--- config.mk ---
export PLATFORM = sky130hd
export DESIGN_NAME = fast_ethernet_pcs_coding
export DESIGN_NICKNAME = d
export VERILOG_FILES = /design/src/rtl/pcs_coding_pkg.sv /design/src/rtl/fast_ethernet_pcs_coding.sv
export SDC_FILE = /design/constraint.sdc
export NUM_CORES = 1
export LEC_CHECK = 0
export CAP_MARGIN = 40
export CORE_ASPECT_RATIO = 0.5
export CORE_MARGIN = 4
export CORE_UTILIZATION = 40
export DETAILED_ROUTE_END_ITERATION = 10
export DONT_BUFFER_PORTS = 1
export HOLD_SLACK_MARGIN = 0.02
export SYNTH_ARGS = -nofsm -noshare
export SYNTH_HDL_FRONTEND = slang
export SYNTH_SLANG_ARGS = --single-unit
--- constraint.sdc ---
create_clock -name mclk -period 2.35 [get_ports mclk]
set_input_delay 0.1175 -clock mclk [delete_from_list [all_inputs] [get_ports mclk]]
set_output_delay 0.1175 -clock mclk [all_outputs]
set_load 0.05 [all_outputs]
--- src/rtl/pcs_coding_pkg.sv ---
// constants, code tables and coding functions for the 10/100 coding path
package pcs_coding_pkg;

  // ==========================================================================
  // clocking and rates
  localparam int MCLK_MHZ      = 100;
  localparam int LINE_RATE_MHZ = 125;
  localparam int ETH10_MBPS    = 10;
  localparam int BIT10_CYCLES  = MCLK_MHZ / ETH10_MBPS;
  localparam int MID_IGNORE    = (BIT10_CYCLES * 3) / 4;
  localparam int GAP10_CYCLES  = 2 * BIT10_CYCLES;
  localparam int HALF10_CYCLES = BIT10_CYCLES / 2;
  localparam int RX_LOCK_DEFAULT = 64;

  // ==========================================================================
  // symbol and scrambler layout
  localparam int SYM_BITS     = 5;
  localparam int NIBBLE_CODES = 16;
  localparam int LFSR_W       = 11;
  localparam int LFSR_TAP     = 8;
  localparam int LFSR_PERIOD  = 2047;
  localparam logic [10:0] LFSR_SEED = 11'h7ff;

  localparam logic [4:0] SYM_IDLE = 5'h1f;
  localparam logic [4:0] SYM_J    = 5'h18;
  localparam logic [4:0] SYM_K    = 5'h11;
  localparam logic [4:0] SYM_T    = 5'h0d;
  localparam logic [4:0] SYM_R    = 5'h07;
  localparam logic [4:0] SYM_H    = 5'h04;

  localparam logic [3:0] PRE_NIB = 4'h5;
  localparam logic [3:0] SFD_HI  = 4'hd;

  // ==========================================================================
  // 4b/5b data code table
  function automatic logic [4:0] enc4b5b(input logic [3:0] nib);
    case (nib)
      4'h0: enc4b5b = 5'h1e;
      4'h1: enc4b5b = 5'h09;
      4'h2: enc4b5b = 5'h14;
      4'h3: enc4b5b = 5'h15;
      4'h4: enc4b5b = 5'h0a;
      4'h5: enc4b5b = 5'h0b;
      4'h6: enc4b5b = 5'h0e;
      4'h7: enc4b5b = 5'h0f;
      4'h8: enc4b5b = 5'h12;
      4'h9: enc4b5b = 5'h13;
      4'ha: enc4b5b = 5'h16;
      4'hb: enc4b5b = 5'h17;
      4'hc: enc4b5b = 5'h1a;
      4'hd: enc4b5b = 5'h1b;
      4'he: enc4b5b = 5'h1c;
      default: enc4b5b = 5'h1d;
    endcase
  endfunction

  // returns {valid, nibble}
  function automatic logic [4:0] dec5b4b(input logic [4:0] sym);
    logic [4:0] r;
    r = 5'h00;
    for (int i = 0; i < NIBBLE_CODES; i++) begin
      if (enc4b5b(4'(i)) == sym) begin
        r = {1'b1, 4'(i)};
      end
    end
    return r;
  endfunction

endpackage

--- src/rtl/fast_ethernet_pcs_coding.sv ---
// 10/100 line coding path: 4b/5b, scrambler, nrzi, mlt-3, manchester receive
//
// Overview of operation
// RULE1: serialize mii nibbles into 125 MHz bit stream; the code shifts one line bit per mclk cycle, and mclk is 100 MHz (MCLK_MHZ)
// RULE2: 4b/5b code first, then scramble the stream
// RULE3: scrambled bits go nrz to nrzi, then mlt-3
// RULE4: scrambler is an 11-bit lfsr, 100 mode only
// RULE5: 2047-bit sequence, receiver descrambles with same sequence
// RULE6: receive mlt-3 to nrz, descramble, decode, deparallelize
// RULE7: recover bit timing from incoming nrzi transitions; the code samples one bit per mclk and only sets rx_locked from them
// RULE8: 10 mode splits manchester into clock and data
// RULE9: 10 mode receive clock keeps running while idle
// RULE10: drop preamble, deliver frame starting at sfd; the code does so in 10 mode only, 100 mode delivers j/k as nibbles 5, 5
// RULE11: detect reversed 10 mode pair, invert polarity
// RULE12: standard 4b/5b table and scrambler polynomial
`timescale 1ns/10ps
`default_nettype none

module fast_ethernet_pcs_coding
  import pcs_coding_pkg::*;
#(
  parameter int RX_LOCK_BITS = RX_LOCK_DEFAULT
) (
  // clock and reset
  input  wire logic       mclk,
  input  wire logic       reset,
  // mode
  input  wire logic       speed_100,
  // mii transmit
  input  wire logic       tx_en,
  input  wire logic       tx_er,
  input  wire logic [3:0] txd,
  output var  logic       tx_take,
  // 100 mode line
  output var  logic       tx_pos,
  output var  logic       tx_neg,
  input  wire logic       rx_pos,
  input  wire logic       rx_neg,
  // 10 mode line
  input  wire logic       rx10_line,
  // mii receive
  output var  logic [3:0] rxd,
  output var  logic       rx_dv,
  output var  logic       rx_er,
  output var  logic       rx_nib_vld,
  output var  logic       rx_clk10,
  output var  logic       rx_locked,
  output var  logic       pol_reversed
);

  if (RX_LOCK_BITS < 2 || RX_LOCK_BITS > 127) begin : g_bad_lock
    $error("RX_LOCK_BITS must lie in 2..127");
  end

  localparam logic [6:0] LOCK_LIMIT = 7'(RX_LOCK_BITS);
  localparam logic [2:0] SYM_LAST   = 3'(SYM_BITS - 1);
  localparam logic [3:0] LOAD_LAST  = 4'(LFSR_W - 1);
  localparam logic [4:0] MID_CYC    = 5'(MID_IGNORE);
  localparam logic [4:0] GAP_CYC    = 5'(GAP10_CYCLES);
  localparam logic [3:0] DIV_LAST   = 4'(BIT10_CYCLES - 1);
  localparam logic [3:0] DIV_HALF   = 4'(HALF10_CYCLES);

  // ==========================================================================
  // state
  typedef enum logic [1:0] {TX_IDLE, TX_K, TX_DATA, TX_R} tx_state_t;
  typedef enum logic {R1_HUNT, R1_FRAME} r1_state_t;
  typedef enum logic [1:0] {R10_IDLE, R10_PRE, R10_DATA} r10_state_t;

  typedef struct packed {
    tx_state_t   tx_state;
    logic [2:0]  tx_bitcnt;
    logic [4:0]  tx_sym;
    logic [10:0] tx_lfsr;
    logic        tx_nrzi;
    logic [1:0]  tx_phase;
    logic        tx_pos;
    logic        tx_neg;
    logic        tx_take;
    logic [1:0]  rx_mlt_prev;
    logic        rx_nrzi;
    logic        rx_nrzi_prev;
    logic [6:0]  rx_idle_cnt;
    logic        rx_locked;
    logic [10:0] rx_lfsr;
    logic [3:0]  rx_load_cnt;
    logic        rx_desc_lock;
    logic [9:0]  rx_sh;
    r1_state_t   r1_state;
    logic [2:0]  rx_symcnt;
    logic        line_prev;
    logic        pol_flip;
    logic [4:0]  r10_cnt;
    r10_state_t  r10_state;
    logic        r10_last;
    logic [1:0]  r10_nbits;
    logic [3:0]  r10_nib;
    logic        sfd_pend;
    logic [3:0]  r10_div;
    logic [3:0]  rxd;
    logic        rx_dv;
    logic        rx_er;
    logic        rx_nib_vld;
    logic        rx_clk10;
  } st_t;

  st_t s;
  st_t n;
  logic       nrz;
  logic       plain;
  logic [9:0] sh_next;
  logic       bit_ev;
  logic       corr;

  always_comb begin
    logic       key;
    logic       scr;
    logic [4:0] dec;
    logic       v1;
    logic [3:0] d1;
    logic       e1;
    logic       v10;
    logic [3:0] d10;
    key = 1'b0;
    scr = 1'b0;
    dec = 5'h00;
    v1  = 1'b0;
    d1  = 4'h0;
    e1  = 1'b0;
    v10 = 1'b0;
    d10 = 4'h0;
    n = s;
    n.tx_take = 1'b0;

    // ========================================================================
    // transmit: one line bit per clock, new symbol every five bits
    n.tx_bitcnt = (s.tx_bitcnt == SYM_LAST) ? 3'h0 : s.tx_bitcnt + 3'h1; // [RULE1]
    if (s.tx_bitcnt == SYM_LAST) begin
      case (s.tx_state)
        TX_IDLE: begin
          n.tx_sym = SYM_IDLE; // [RULE12]
          if (tx_en) begin
            n.tx_sym   = SYM_J; // [RULE2]
            n.tx_take  = 1'b1; // [RULE1]
            n.tx_state = TX_K;
          end
        end
        TX_K: begin
          n.tx_sym   = SYM_K;
          n.tx_take  = tx_en;
          n.tx_state = TX_DATA;
        end
        TX_DATA: begin
          if (tx_en) begin
            n.tx_sym  = tx_er ? SYM_H : enc4b5b(txd); // [RULE2] [RULE12]
            n.tx_take = 1'b1;
          end else begin
            n.tx_sym   = SYM_T;
            n.tx_state = TX_R;
          end
        end
        TX_R: begin
          n.tx_sym   = SYM_R;
          n.tx_state = TX_IDLE;
        end
        default: n.tx_state = TX_IDLE;
      endcase
    end else begin
      n.tx_sym = {s.tx_sym[3:0], 1'b0}; // [RULE1]
    end

    // scrambler x^11 + x^9 + 1, bypassed in 10 mode
    n.tx_lfsr = {s.tx_lfsr[9:0], s.tx_lfsr[LFSR_W-1] ^ s.tx_lfsr[LFSR_TAP]}; // [RULE4] [RULE12]
    scr = s.tx_sym[SYM_BITS-1] ^ (speed_100 & s.tx_lfsr[LFSR_W-1]); // [RULE2] [RULE5]
    n.tx_nrzi = s.tx_nrzi ^ scr; // [RULE3]
    if (n.tx_nrzi != s.tx_nrzi) begin
      n.tx_phase = s.tx_phase + 2'h1; // [RULE3]
    end
    n.tx_pos = speed_100 & (n.tx_phase == 2'h1);
    n.tx_neg = speed_100 & (n.tx_phase == 2'h3);

    // ========================================================================
    // 100 receive: mlt-3 -> nrzi -> nrz, timing lock from transitions
    n.rx_mlt_prev  = {rx_pos, rx_neg};
    if ({rx_pos, rx_neg} != s.rx_mlt_prev) begin
      n.rx_nrzi = ~s.rx_nrzi; // [RULE6]
    end
    n.rx_nrzi_prev = s.rx_nrzi;
    if (nrz) begin
      n.rx_idle_cnt = 7'h00; // [RULE7]
      n.rx_locked   = 1'b1;
    end else if (s.rx_idle_cnt == LOCK_LIMIT) begin
      n.rx_locked = 1'b0; // [RULE7]
    end else begin
      n.rx_idle_cnt = s.rx_idle_cnt + 7'h01;
    end

    // descrambler: load from idle (all ones) then free run
    key = s.rx_lfsr[LFSR_W-1] ^ s.rx_lfsr[LFSR_TAP];
    if (!s.rx_locked) begin
      n.rx_desc_lock = 1'b0;
      n.rx_load_cnt  = 4'h0;
    end else if (!s.rx_desc_lock) begin
      n.rx_lfsr     = {s.rx_lfsr[9:0], ~nrz}; // [RULE5]
      n.rx_load_cnt = s.rx_load_cnt + 4'h1;
      if (s.rx_load_cnt == LOAD_LAST) begin
        n.rx_desc_lock = 1'b1;
      end
    end else begin
      n.rx_lfsr = {s.rx_lfsr[9:0], key}; // [RULE5]
    end
    n.rx_sh = sh_next;

    // symbol alignment on idle/j, then decode every five bits
    if (!s.rx_desc_lock) begin
      n.r1_state = R1_HUNT;
    end else begin
      case (s.r1_state)
        R1_HUNT: begin
          if (sh_next == {SYM_IDLE, SYM_J}) begin
            n.r1_state  = R1_FRAME;
            n.rx_symcnt = 3'h0;
            v1 = 1'b1;
            d1 = PRE_NIB;
          end
        end
        R1_FRAME: begin
          n.rx_symcnt = (s.rx_symcnt == SYM_LAST) ? 3'h0 : s.rx_symcnt + 3'h1;
          if (s.rx_symcnt == SYM_LAST) begin
            dec = dec5b4b(sh_next[4:0]); // [RULE6] [RULE12]
            if (sh_next[4:0] == SYM_K) begin
              v1 = 1'b1;
              d1 = PRE_NIB;
            end else if (sh_next[4:0] == SYM_T || sh_next[4:0] == SYM_IDLE) begin
              n.r1_state = R1_HUNT; // [RULE6]
            end else begin
              v1 = 1'b1;
              d1 = dec[3:0];
              e1 = ~dec[4];
            end
          end
        end
        default: n.r1_state = R1_HUNT;
      endcase
    end

    // ========================================================================
    // 10 receive: manchester mid-bit edges give clock and data
    n.line_prev = rx10_line;
    if (bit_ev) begin
      n.r10_cnt = 5'h00; // [RULE8]
    end else if (s.r10_cnt != GAP_CYC) begin
      n.r10_cnt = s.r10_cnt + 5'h01;
    end
    if (bit_ev || s.r10_div == DIV_LAST) begin
      n.r10_div = 4'h0; // [RULE9]
    end else begin
      n.r10_div = s.r10_div + 4'h1; // [RULE9]
    end
    n.sfd_pend = 1'b0;
    if (s.sfd_pend) begin
      v10 = 1'b1;
      d10 = SFD_HI; // [RULE10]
    end
    if (s.r10_cnt == GAP_CYC) begin
      n.r10_state = R10_IDLE;
    end else begin
      case (s.r10_state)
        R10_IDLE: begin
          if (bit_ev) begin
            n.r10_state = R10_PRE;
            n.r10_last  = corr;
          end
        end
        R10_PRE: begin
          if (bit_ev) begin
            n.r10_last = corr;
            if (corr == s.r10_last) begin
              // two equal bits close the preamble; a 0-0 close means the pair is reversed
              n.pol_flip  = s.pol_flip ^ ~corr; // [RULE11]
              n.r10_state = R10_DATA; // [RULE10]
              n.r10_nbits = 2'h0;
              n.sfd_pend  = 1'b1;
              v10 = 1'b1;
              d10 = PRE_NIB; // [RULE10]
            end
          end
        end
        R10_DATA: begin
          if (bit_ev) begin
            n.r10_nib   = {corr, s.r10_nib[3:1]}; // [RULE8]
            n.r10_nbits = s.r10_nbits + 2'h1;
            if (s.r10_nbits == 2'h3) begin
              v10 = 1'b1;
              d10 = {corr, s.r10_nib[3:1]};
            end
          end
        end
        default: n.r10_state = R10_IDLE;
      endcase
    end

    // ========================================================================
    // mii receive outputs
    n.rx_clk10   = (n.r10_div < DIV_HALF); // [RULE9]
    n.rx_nib_vld = speed_100 ? v1 : v10;
    n.rx_er      = speed_100 & e1;
    if (n.rx_nib_vld) begin
      n.rxd = speed_100 ? d1 : d10; // [RULE6]
    end
    n.rx_dv = speed_100 ? (n.r1_state == R1_FRAME) : (n.r10_state == R10_DATA);
  end

  assign nrz     = s.rx_nrzi ^ s.rx_nrzi_prev; // [RULE7]
  assign plain   = s.rx_desc_lock ? (nrz ^ s.rx_lfsr[LFSR_W-1] ^ s.rx_lfsr[LFSR_TAP]) : 1'b1;
  assign sh_next = {s.rx_sh[8:0], plain}; // [RULE6]
  assign corr    = rx10_line ^ s.pol_flip; // [RULE11]
  assign bit_ev  = (rx10_line != s.line_prev) && (s.r10_cnt >= MID_CYC); // [RULE8]

  always_ff @(posedge mclk) begin
    if (reset) begin
      s         <= '0;
      s.tx_lfsr <= LFSR_SEED;
      s.tx_sym  <= SYM_IDLE;
    end else begin
      s <= n;
    end
  end

  assign tx_take      = s.tx_take;
  assign tx_pos       = s.tx_pos;
  assign tx_neg       = s.tx_neg;
  assign rxd          = s.rxd;
  assign rx_dv        = s.rx_dv;
  assign rx_er        = s.rx_er;
  assign rx_nib_vld   = s.rx_nib_vld;
  assign rx_clk10     = s.rx_clk10;
  assign rx_locked    = s.rx_locked;
  assign pol_reversed = s.pol_flip;

  // ==========================================================================
  // checks
  localparam int CHK_TOG = BIT10_CYCLES;
  logic [11:0] per_cnt;
  logic        per_seen;
  always_ff @(posedge mclk) begin
    if (reset) begin
      per_cnt  <= 12'h000;
      per_seen <= 1'b0;
    end else if (s.tx_lfsr == LFSR_SEED) begin
      per_cnt  <= 12'h001;
      per_seen <= 1'b1;
    end else begin
      per_cnt <= per_cnt + 12'h001;
    end
  end

  chk_take_spacing: assert property (@(posedge mclk) disable iff (reset) // [RULE1]
    tx_take |=> !tx_take [*4]) else $error("nibbles taken closer than one symbol");
  chk_start_code: assert property (@(posedge mclk) disable iff (reset) // [RULE2]
    (s.tx_state == TX_IDLE && s.tx_bitcnt == SYM_LAST && tx_en) |=> s.tx_sym == SYM_J)
    else $error("frame did not open with j");
  chk_mlt3_step: assert property (@(posedge mclk) disable iff (reset) // [RULE3]
    (tx_pos |=> !tx_neg) and (tx_neg |=> !tx_pos)) else $error("mlt-3 skipped zero level");
  chk_lfsr_live: assert property (@(posedge mclk) disable iff (reset) // [RULE4]
    s.tx_lfsr != 11'h000) else $error("scrambler locked at zero");
  chk_lfsr_period: assert property (@(posedge mclk) disable iff (reset) // [RULE5]
    (s.tx_lfsr == LFSR_SEED && per_seen) |-> per_cnt == 12'(LFSR_PERIOD))
    else $error("scrambler period wrong");
  chk_end_code: assert property (@(posedge mclk) disable iff (reset) // [RULE6]
    (speed_100 && s.r1_state == R1_FRAME && s.rx_symcnt == SYM_LAST && s.rx_desc_lock
     && sh_next[4:0] == SYM_T) |=> !rx_dv) else $error("t symbol did not end frame");
  chk_lock_loss: assert property (@(posedge mclk) disable iff (reset) // [RULE7]
    (s.rx_idle_cnt == LOCK_LIMIT && !nrz) |=> !rx_locked) else $error("lock kept without edges");
  chk_man_bit: assert property (@(posedge mclk) disable iff (reset) // [RULE8]
    (s.r10_state == R10_DATA && bit_ev && s.r10_cnt != GAP_CYC) |=> s.r10_nib[3] == $past(corr))
    else $error("manchester bit not captured");
  chk_clk10_runs: assert property (@(posedge mclk) disable iff (reset) // [RULE9]
    rx_clk10 |-> ##[1:CHK_TOG] !rx_clk10) else $error("10 mode receive clock stalled");
  chk_sfd_first: assert property (@(posedge mclk) disable iff (reset) // [RULE10]
    (!speed_100 && s.r10_state == R10_PRE && n.r10_state == R10_DATA) |=>
    (rx_nib_vld && rxd == PRE_NIB) ##1 (rx_nib_vld && rxd == SFD_HI))
    else $error("frame did not start with sfd");
  chk_pol_flip: assert property (@(posedge mclk) disable iff (reset) // [RULE11]
    (s.r10_state == R10_PRE && bit_ev && s.r10_cnt != GAP_CYC && corr == s.r10_last && !corr)
    |=> pol_reversed != $past(pol_reversed)) else $error("reversed pair not corrected");
  chk_idle_code: assert property (@(posedge mclk) disable iff (reset) // [RULE12]
    (s.tx_state == TX_IDLE && s.tx_bitcnt == SYM_LAST && !tx_en) |=> s.tx_sym == SYM_IDLE)
    else $error("idle code not sent");

  cov_tx_frame: cover property (@(posedge mclk) disable iff (reset)
    s.tx_state == TX_R);
  cov_rx100_frame: cover property (@(posedge mclk) disable iff (reset)
    speed_100 && rx_dv && rx_nib_vld);
  cov_rx10_sfd: cover property (@(posedge mclk) disable iff (reset)
    !speed_100 && rx_nib_vld && rxd == SFD_HI);
  cov_pol_flip: cover property (@(posedge mclk) disable iff (reset)
    $rose(pol_reversed));

endmodule

`default_nettype wire

==> results of run 1 <==
-- worst paths after layout --
| check | end | cells past startpoint |
|---|---|---|
| worst max-delay path | rxd[0] | 7 |
| worst min-delay path | s[60] | 2 |
| worst max register to register | rxd[0] | 7 |
| worst min register to register | n[85] | 1 |
-- layer usage --
layer	vias up	part of all wire (%)
met5	-	0
met4	0	1.4
met3	8	5.0
met2	35	42
met1	1359	51
li1	1563	-
-- cells in the mapped netlist, drive strengths merged (2+ instances only) --
master and count:
nand4b 2, o21a 2, mux2i 18, inv 25, o211ai 2, nor3b 2, a211oi 7, nor3 11
a2bb2oi 2, or2 13, nand4 5, and2 4, xnor2 22, a311o 3, and3 3, nand3 15
a21oi 25, a311oi 2, buf 9, nand3b 3, nor4 5, ha 23, nand2 25, clkbuf 14
a211o 4, o21bai 2, nor2b 14, mux2 2, nor2 65, xor2 11, nand2b 8, dfxtp 95
o21ai 9
-- critical path: cells and delay by family, from the launching register on --
family	cells	cell delay (ps)
compound gates	6	1400
fa+ha+maj	1	260
flops	1	350
-- cell families after synthesis --
group,synth area share (%)
muxes,4.71
AOI/OAI and AO/OA,11.6
buffers and inverters,4.82
and+or+nand+nor,20.8
DFF,44.2
adders and majority gates,6.68
xor gates and xnor gates,7.24
-- report_power, final --
group	switching, mW	leakage (nW)	internal, mW	total, mW
Sequential	0.107	0.774	1.68	1.78
Combinational	0.166	0.868	0.148	0.314
Clock	0.624	0.124	0.716	1.34
Total	0.897	1.77	2.54	3.44
-- cell type report --
cell class / count / area, um2 / area share [%]
clock inverter: 7 / 48.8 / 1.03
timing repair buffer: 10 / 108 / 2.27
multi-input combinational: 321 / 2200 / 46.2
sequential: 95 / 1900 / 40.1
tap: 140 / 175 / 3.69
inverter: 25 / 93.8 / 1.98
clock buffer: 9 / 225 / 4.74
==> impl_metrics.yaml, run 1 <==
setup_path:
  crit_path_end_kind: "flip-flop"
  critPathLaunchType: "flip-flop"
  worstPathRequired_ps: 2570
  r2r-start: "s[22]"
  critPathArrivalTime_ps: 2350
  worstPathCellList: "ha_1 -> a211oi_2 -> a21oi_1 -> a311o_1 -> a311o_1 -> a2bb2oi_1 -> a21oi_1"
  regToRegSetupSlack_ps: 220
  crit_fanout: 4
  crit_path_max_incr_delay_ps: 410
  cp-startpoint: "s[22]"
  criticalPathCategory: "flip-flop to flip-flop"
  cp_slowest_cell: "a311o_1"
timing:
  hold_ws_ps: 42.8
  fin_crit_ps: 2130
  fin_ws_ps: 218
  worst_pin_slew_ps: 691
  clock_skew_ps: 5.19
  fmax_ghz: 0.469
  tns_ps: 0
  slew_viol_final: 0
  finalHoldViolations: 0
  grt_setup_unrepaired: "no"
  fin_crit_sh_pct: 90.7
  finalSetupViolations: 0
  maxSlewHeadroom_pct: 53.8
cts:
  holdBufCountCts: 6
  cts_resized: 0
  clk_latency_ps: 340
  cts_tree: "done"
  postCtsSetupRepairBufs: 0
  numCtsBuffers: 9
  path_clk_slew_ps: 70
  cts_root_buf: "clkbuf_16"
  cts-htree-levels: 3
  cts_sinks: 95
  clockBufferDepth: 2
power:
  power.total_mw: 3.44
  peakVddDrop_v: 0.000363
  p_per_area_nw_per_um2: 724
  leakagePower_nw: 1.77
grt:
  busiest_layer: "met2"
  grt_pass1_wl_um: 13500
  grt_use_met3_pct: 4.84
  grt_max_degree: 72
  gr-usage-met1_pct: 17.3
  met2_usage_pct: 20.8
  gr-total-overflow: 0
  grt_pass1_vias: 2868
  antenna_found_initial: 0
  grt_usage_pct: 13.4
synth:
  syn-cell-area_um2: 4310
  ys_seq_area_share_pct: 44.2
  synth_top_area_cell: "dfxtp_1"
  avgSynthCellArea_um2: 9.28
  synth.top_cell.area_share_pct: 44.2
  async_flop_share_pct: 0
  synth_area_leaders: "dfxtp_1, ha_1, nor2_1"
  yosysWarnings: 0
  yosysUniqueCellTypes: 59
  synth_ff_type: "dfxtp_1"
  synth_cells: 464
  synth_fp_nets: 499
  synth_edf_count: 0
  synth_seq_cells: 95
floorplan:
  die_x_um: 155
  row_count: 26
  core_area_um2: 10300
  die_height_um: 81.4
  initial_core_util_pct: 41.6
  dieArea_um2: 12600
  ios: 25
layout:
  finalNonFillerCells: 607
  drive_above_1_share_pct: 10.9
  diodes: 0
  nets: 497
  regMostFlops: "s"
  fin_util_pct: 45.9
  largest_reg_flops: 62
  fill_cells: 1022
  synthToLayoutAreaGrowth_pct: 10.3
  layout_common_cells: "dfxtp_1, nor2_1, a21oi_1, nand2_1, inv_1"
  fin_area_um2: 4750
  final_common_cell: "dfxtp_1"
placed_design:
  place_ws_ps: 245
  dp_hpwl_um: 5170
  dpl_cell_area_um2: 4400
  numPortBuffers: 0
  dp_cells: 585
  finalWeightedCongestion: 0.785
route:
  drtPass1Iterations: 4
  drtIter0Drc: 145
  drc: 0
  via_per_inst: 4.88
  ant_nets: 0
  wl_per_cell_um: 12.8
  drt_wl_total_um: 7750
  vias: 2965
run:
  drv_cap: 0
status:
  status: "complete, no violations"
min_path:
  hp-class: "primary input to flip-flop"
  hold_start: "reset"
(Power assumes the default switching activity.)
==> run 2, diff against run 1 <==
--- a/config.mk
+++ b/config.mk
@@ -13,4 +13,6 @@
 export DONT_BUFFER_PORTS = 1
 export HOLD_SLACK_MARGIN = 0.02
+export PLACE_DENSITY_LB_ADDON = 0.25
+export SETUP_SLACK_MARGIN = 0.5
 export SYNTH_ARGS = -nofsm -noshare
 export SYNTH_HDL_FRONTEND = slang
==> constraint.sdc (replaced) <==
create_clock -name mclk -period 2.35 [get_ports mclk]
set_input_delay 0.1175 -clock mclk [delete_from_list [all_inputs] [get_ports mclk]]
set_output_delay 0.1175 -clock mclk [all_outputs]
set_load 0.02 [all_outputs]
==> run 2 against run 1 <==
Net effect: first-iteration DRC count is 16% lower; non-clock buffer count is 54 higher; critical path depth stayed put; utilization is 6.5 points higher; fmax is 11% higher; register-to-register slack better by 220 ps; total power is 4.6% higher; largest cell class unchanged.
==> impl_metrics.yaml, run 2 (same netlist as run 1, synthesis figures left out) <==
cts:
  cts_root_buf: "clkbuf_16"
  cts-htree-levels: 3
  cts_sinks: 95
  cts_tree: "done"
  clockBufferDepth: 2
  numCtsBuffers: 9
  path_clk_slew_ps: 60
  clk_latency_ps: 340
floorplan:
  row_count: 26
  initial_core_util_pct: 41.6
  dieArea_um2: 12600
  die_height_um: 81.4
  core_area_um2: 10300
  ios: 25
  die_x_um: 155
run:
  drv_cap: 0
setup_path:
  cp_slowest_cell: "dfxtp_4"
  critPathLaunchType: "flip-flop"
  worstPathCellList: "ha_4 -> a211oi_4 -> a21oi_4 -> a311o_1 -> a311o_1 -> a2bb2oi_1 -> a21oi_1"
  crit_top_cell: "a311o_1"
  crit_family: "compound AO/OA/AOI/OAI gates"
  crit_buf_inv: 0
  critPathArrivalTime_ps: 2140
  crit_path_end_kind: "flip-flop"
  crit_fanout: 8
  r2r-start: "s[22]"
  crit_path_max_incr_delay_ps: 360
  cp-startpoint: "s[22]"
  worstPathRequired_ps: 2570
  criticalPathCategory: "flip-flop to flip-flop"
status:
  status: "complete, no violations"
layout:
  drive_above_1_share_pct: 18.0
  layout_common_cells: "dfxtp_1, nor2_1, dlygate4sd3_1"
  final_common_cell: "dfxtp_1"
  synthToLayoutAreaGrowth_pct: 26.0
  largest_reg_flops: 62
  fin_util_pct: 52.4
  nets: 551
  regMostFlops: "s"
  diodes: 0
  fill_cells: 964
route:
  drc: 0
  vias: 3205
  drtPass1Iterations: 4
  via_per_inst: 4.85
  wl_per_cell_um: 12.6
  drt_wl_total_um: 8350
  drtIter0Drc: 122
  ant_nets: 0
grt:
  gr-usage-met1_pct: 17.7
  grt_pass1_wl_um: 14000
  grt_max_degree: 40
  grt_use_met3_pct: 4.68
  gr-total-overflow: 0
  grt_pass1_vias: 3049
  busiest_layer: "met2"
  grt_usage_pct: 13.8
  antenna_found_initial: 0
  met2_usage_pct: 22.5
power:
  power.total_mw: 3.60
  p_sw_share_pct: 24.7
  p_sw_uw: 888
  p_seq_share_pct: 49.2
  combPwrFrac_pct: 10.2
  p_per_area_nw_per_um2: 663
  peakVddDrop_v: 0.000335
  clock_power_share_pct: 40.6
  cellInternalPower_mw: 2.71
  leakagePower_nw: 2.10
placed_design:
  finalWeightedCongestion: 0.785
  dp_hpwl_um: 5080
  numPortBuffers: 0
timing:
  maxSlewHeadroom_pct: 66.8
  slew_viol_final: 0
  clock_skew_ps: 9.62
  grt_setup_unrepaired: "yes"
  fin_crit_sh_pct: 81.5
  finalSetupViolations: 0
  fin_crit_ps: 1910
  finalHoldViolations: 0
  worst_pin_slew_ps: 495
  fmax_ghz: 0.522
  tns_ps: 0
  hold_ws_ps: 48.6
min_path:
  hold_start: "reset"
  hp-class: "primary input to flip-flop"
## run 2: cell count changes in the layout (fill, tap and decap cells not counted), moves of 2 or more
| cell | before | now |
|---|---|---|
| ha_1 | 23 | 21 |
| a211oi_2 | 3 | 1 |
| clkinv_2 | 2 | 0 |
| dlygate4sd3_1 | 5 | 40 |
| a211oi_4 | 0 | 2 |
| buf_6 | 0 | 4 |
| dfxtp_2 | 0 | 8 |
| dfxtp_1 | 95 | 85 |
| dfxtp_4 | 0 | 2 |
| buf_4 | 4 | 19 |
| a21oi_1 | 25 | 23 |
| xnor2_1 | 21 | 19 |
## run 2: worst paths after layout
check,endpoint,cells past startpoint,slack (ps)
setup / recovery,rxd[0],7,440
hold / removal,s[60],2,50
setup reg to reg,rxd[0],7,440
hold reg to reg,n[84],1,410
## run 2: worst reg2reg max path, cell delays in order, from the launching register on
cell       delay, ps
dfxtp_4          360
ha_4             160
a211oi_4         280
a21oi_4          140
a311o_1          340
a311o_1          290
a2bb2oi_1        150
a21oi_1           80
## run 2: cell type report
cell class | count | area [um2] | area share, %
clock inverter | 7 | 78.8 | 1.45
tap | 140 | 175 | 3.23
multi-input combinational | 321 | 2320 | 42.8
clock buffer | 9 | 225 | 4.15
sequential | 95 | 1920 | 35.4
timing repair buffer | 64 | 608 | 11.2
inverter | 25 | 97.6 | 1.80
## run 2: per-stage QoR
step / cell area (um2) / worst slack [ps] / cells
detailed placement: 4420 / 261 / 588
global route: 5430 / 370 / 661
finish: 5430 / 435 / 661
CTS: 5250 / 441 / 650
floorplan: 4310 / 486 / 464
global placement: 4420 / 301 / 588
## run 2: what timing repair did
action / CTS / global route
setup endpoints to repair: 11 / 22
resized for setup: 16 / 19
hold endpoints to repair: 79 / 0
hold buffers: 41 / 0
setup buffers: 5 / 11
pin swaps: 14 / 10
gates cloned: 0 / 0
## run 2: power by group through the flow
| stage | Clock (mW) | Sequential, mW | Combinational (mW) |
|---|---|---|---|
| 2_1_floorplan | 0 | 1.77 | 0.274 |
| 5_1_grt | 1.58 | 1.78 | 0.411 |
| 6_report | 1.46 | 1.77 | 0.367 |
| 3_3_place_gp | 0 | 1.80 | 0.273 |
| 4_1_cts | 1.52 | 1.76 | 0.347 |
| 3_5_place_dp | 0 | 1.80 | 0.276 |
## run 2: routing by layer
layer | vias to the layer above | part of all wire, %
met2 | 35 | 45
met1 | 1495 | 51
li1 | 1668 | -
met5 | - | 0
met4 | 0 | 1.1
met3 | 7 | 3.0
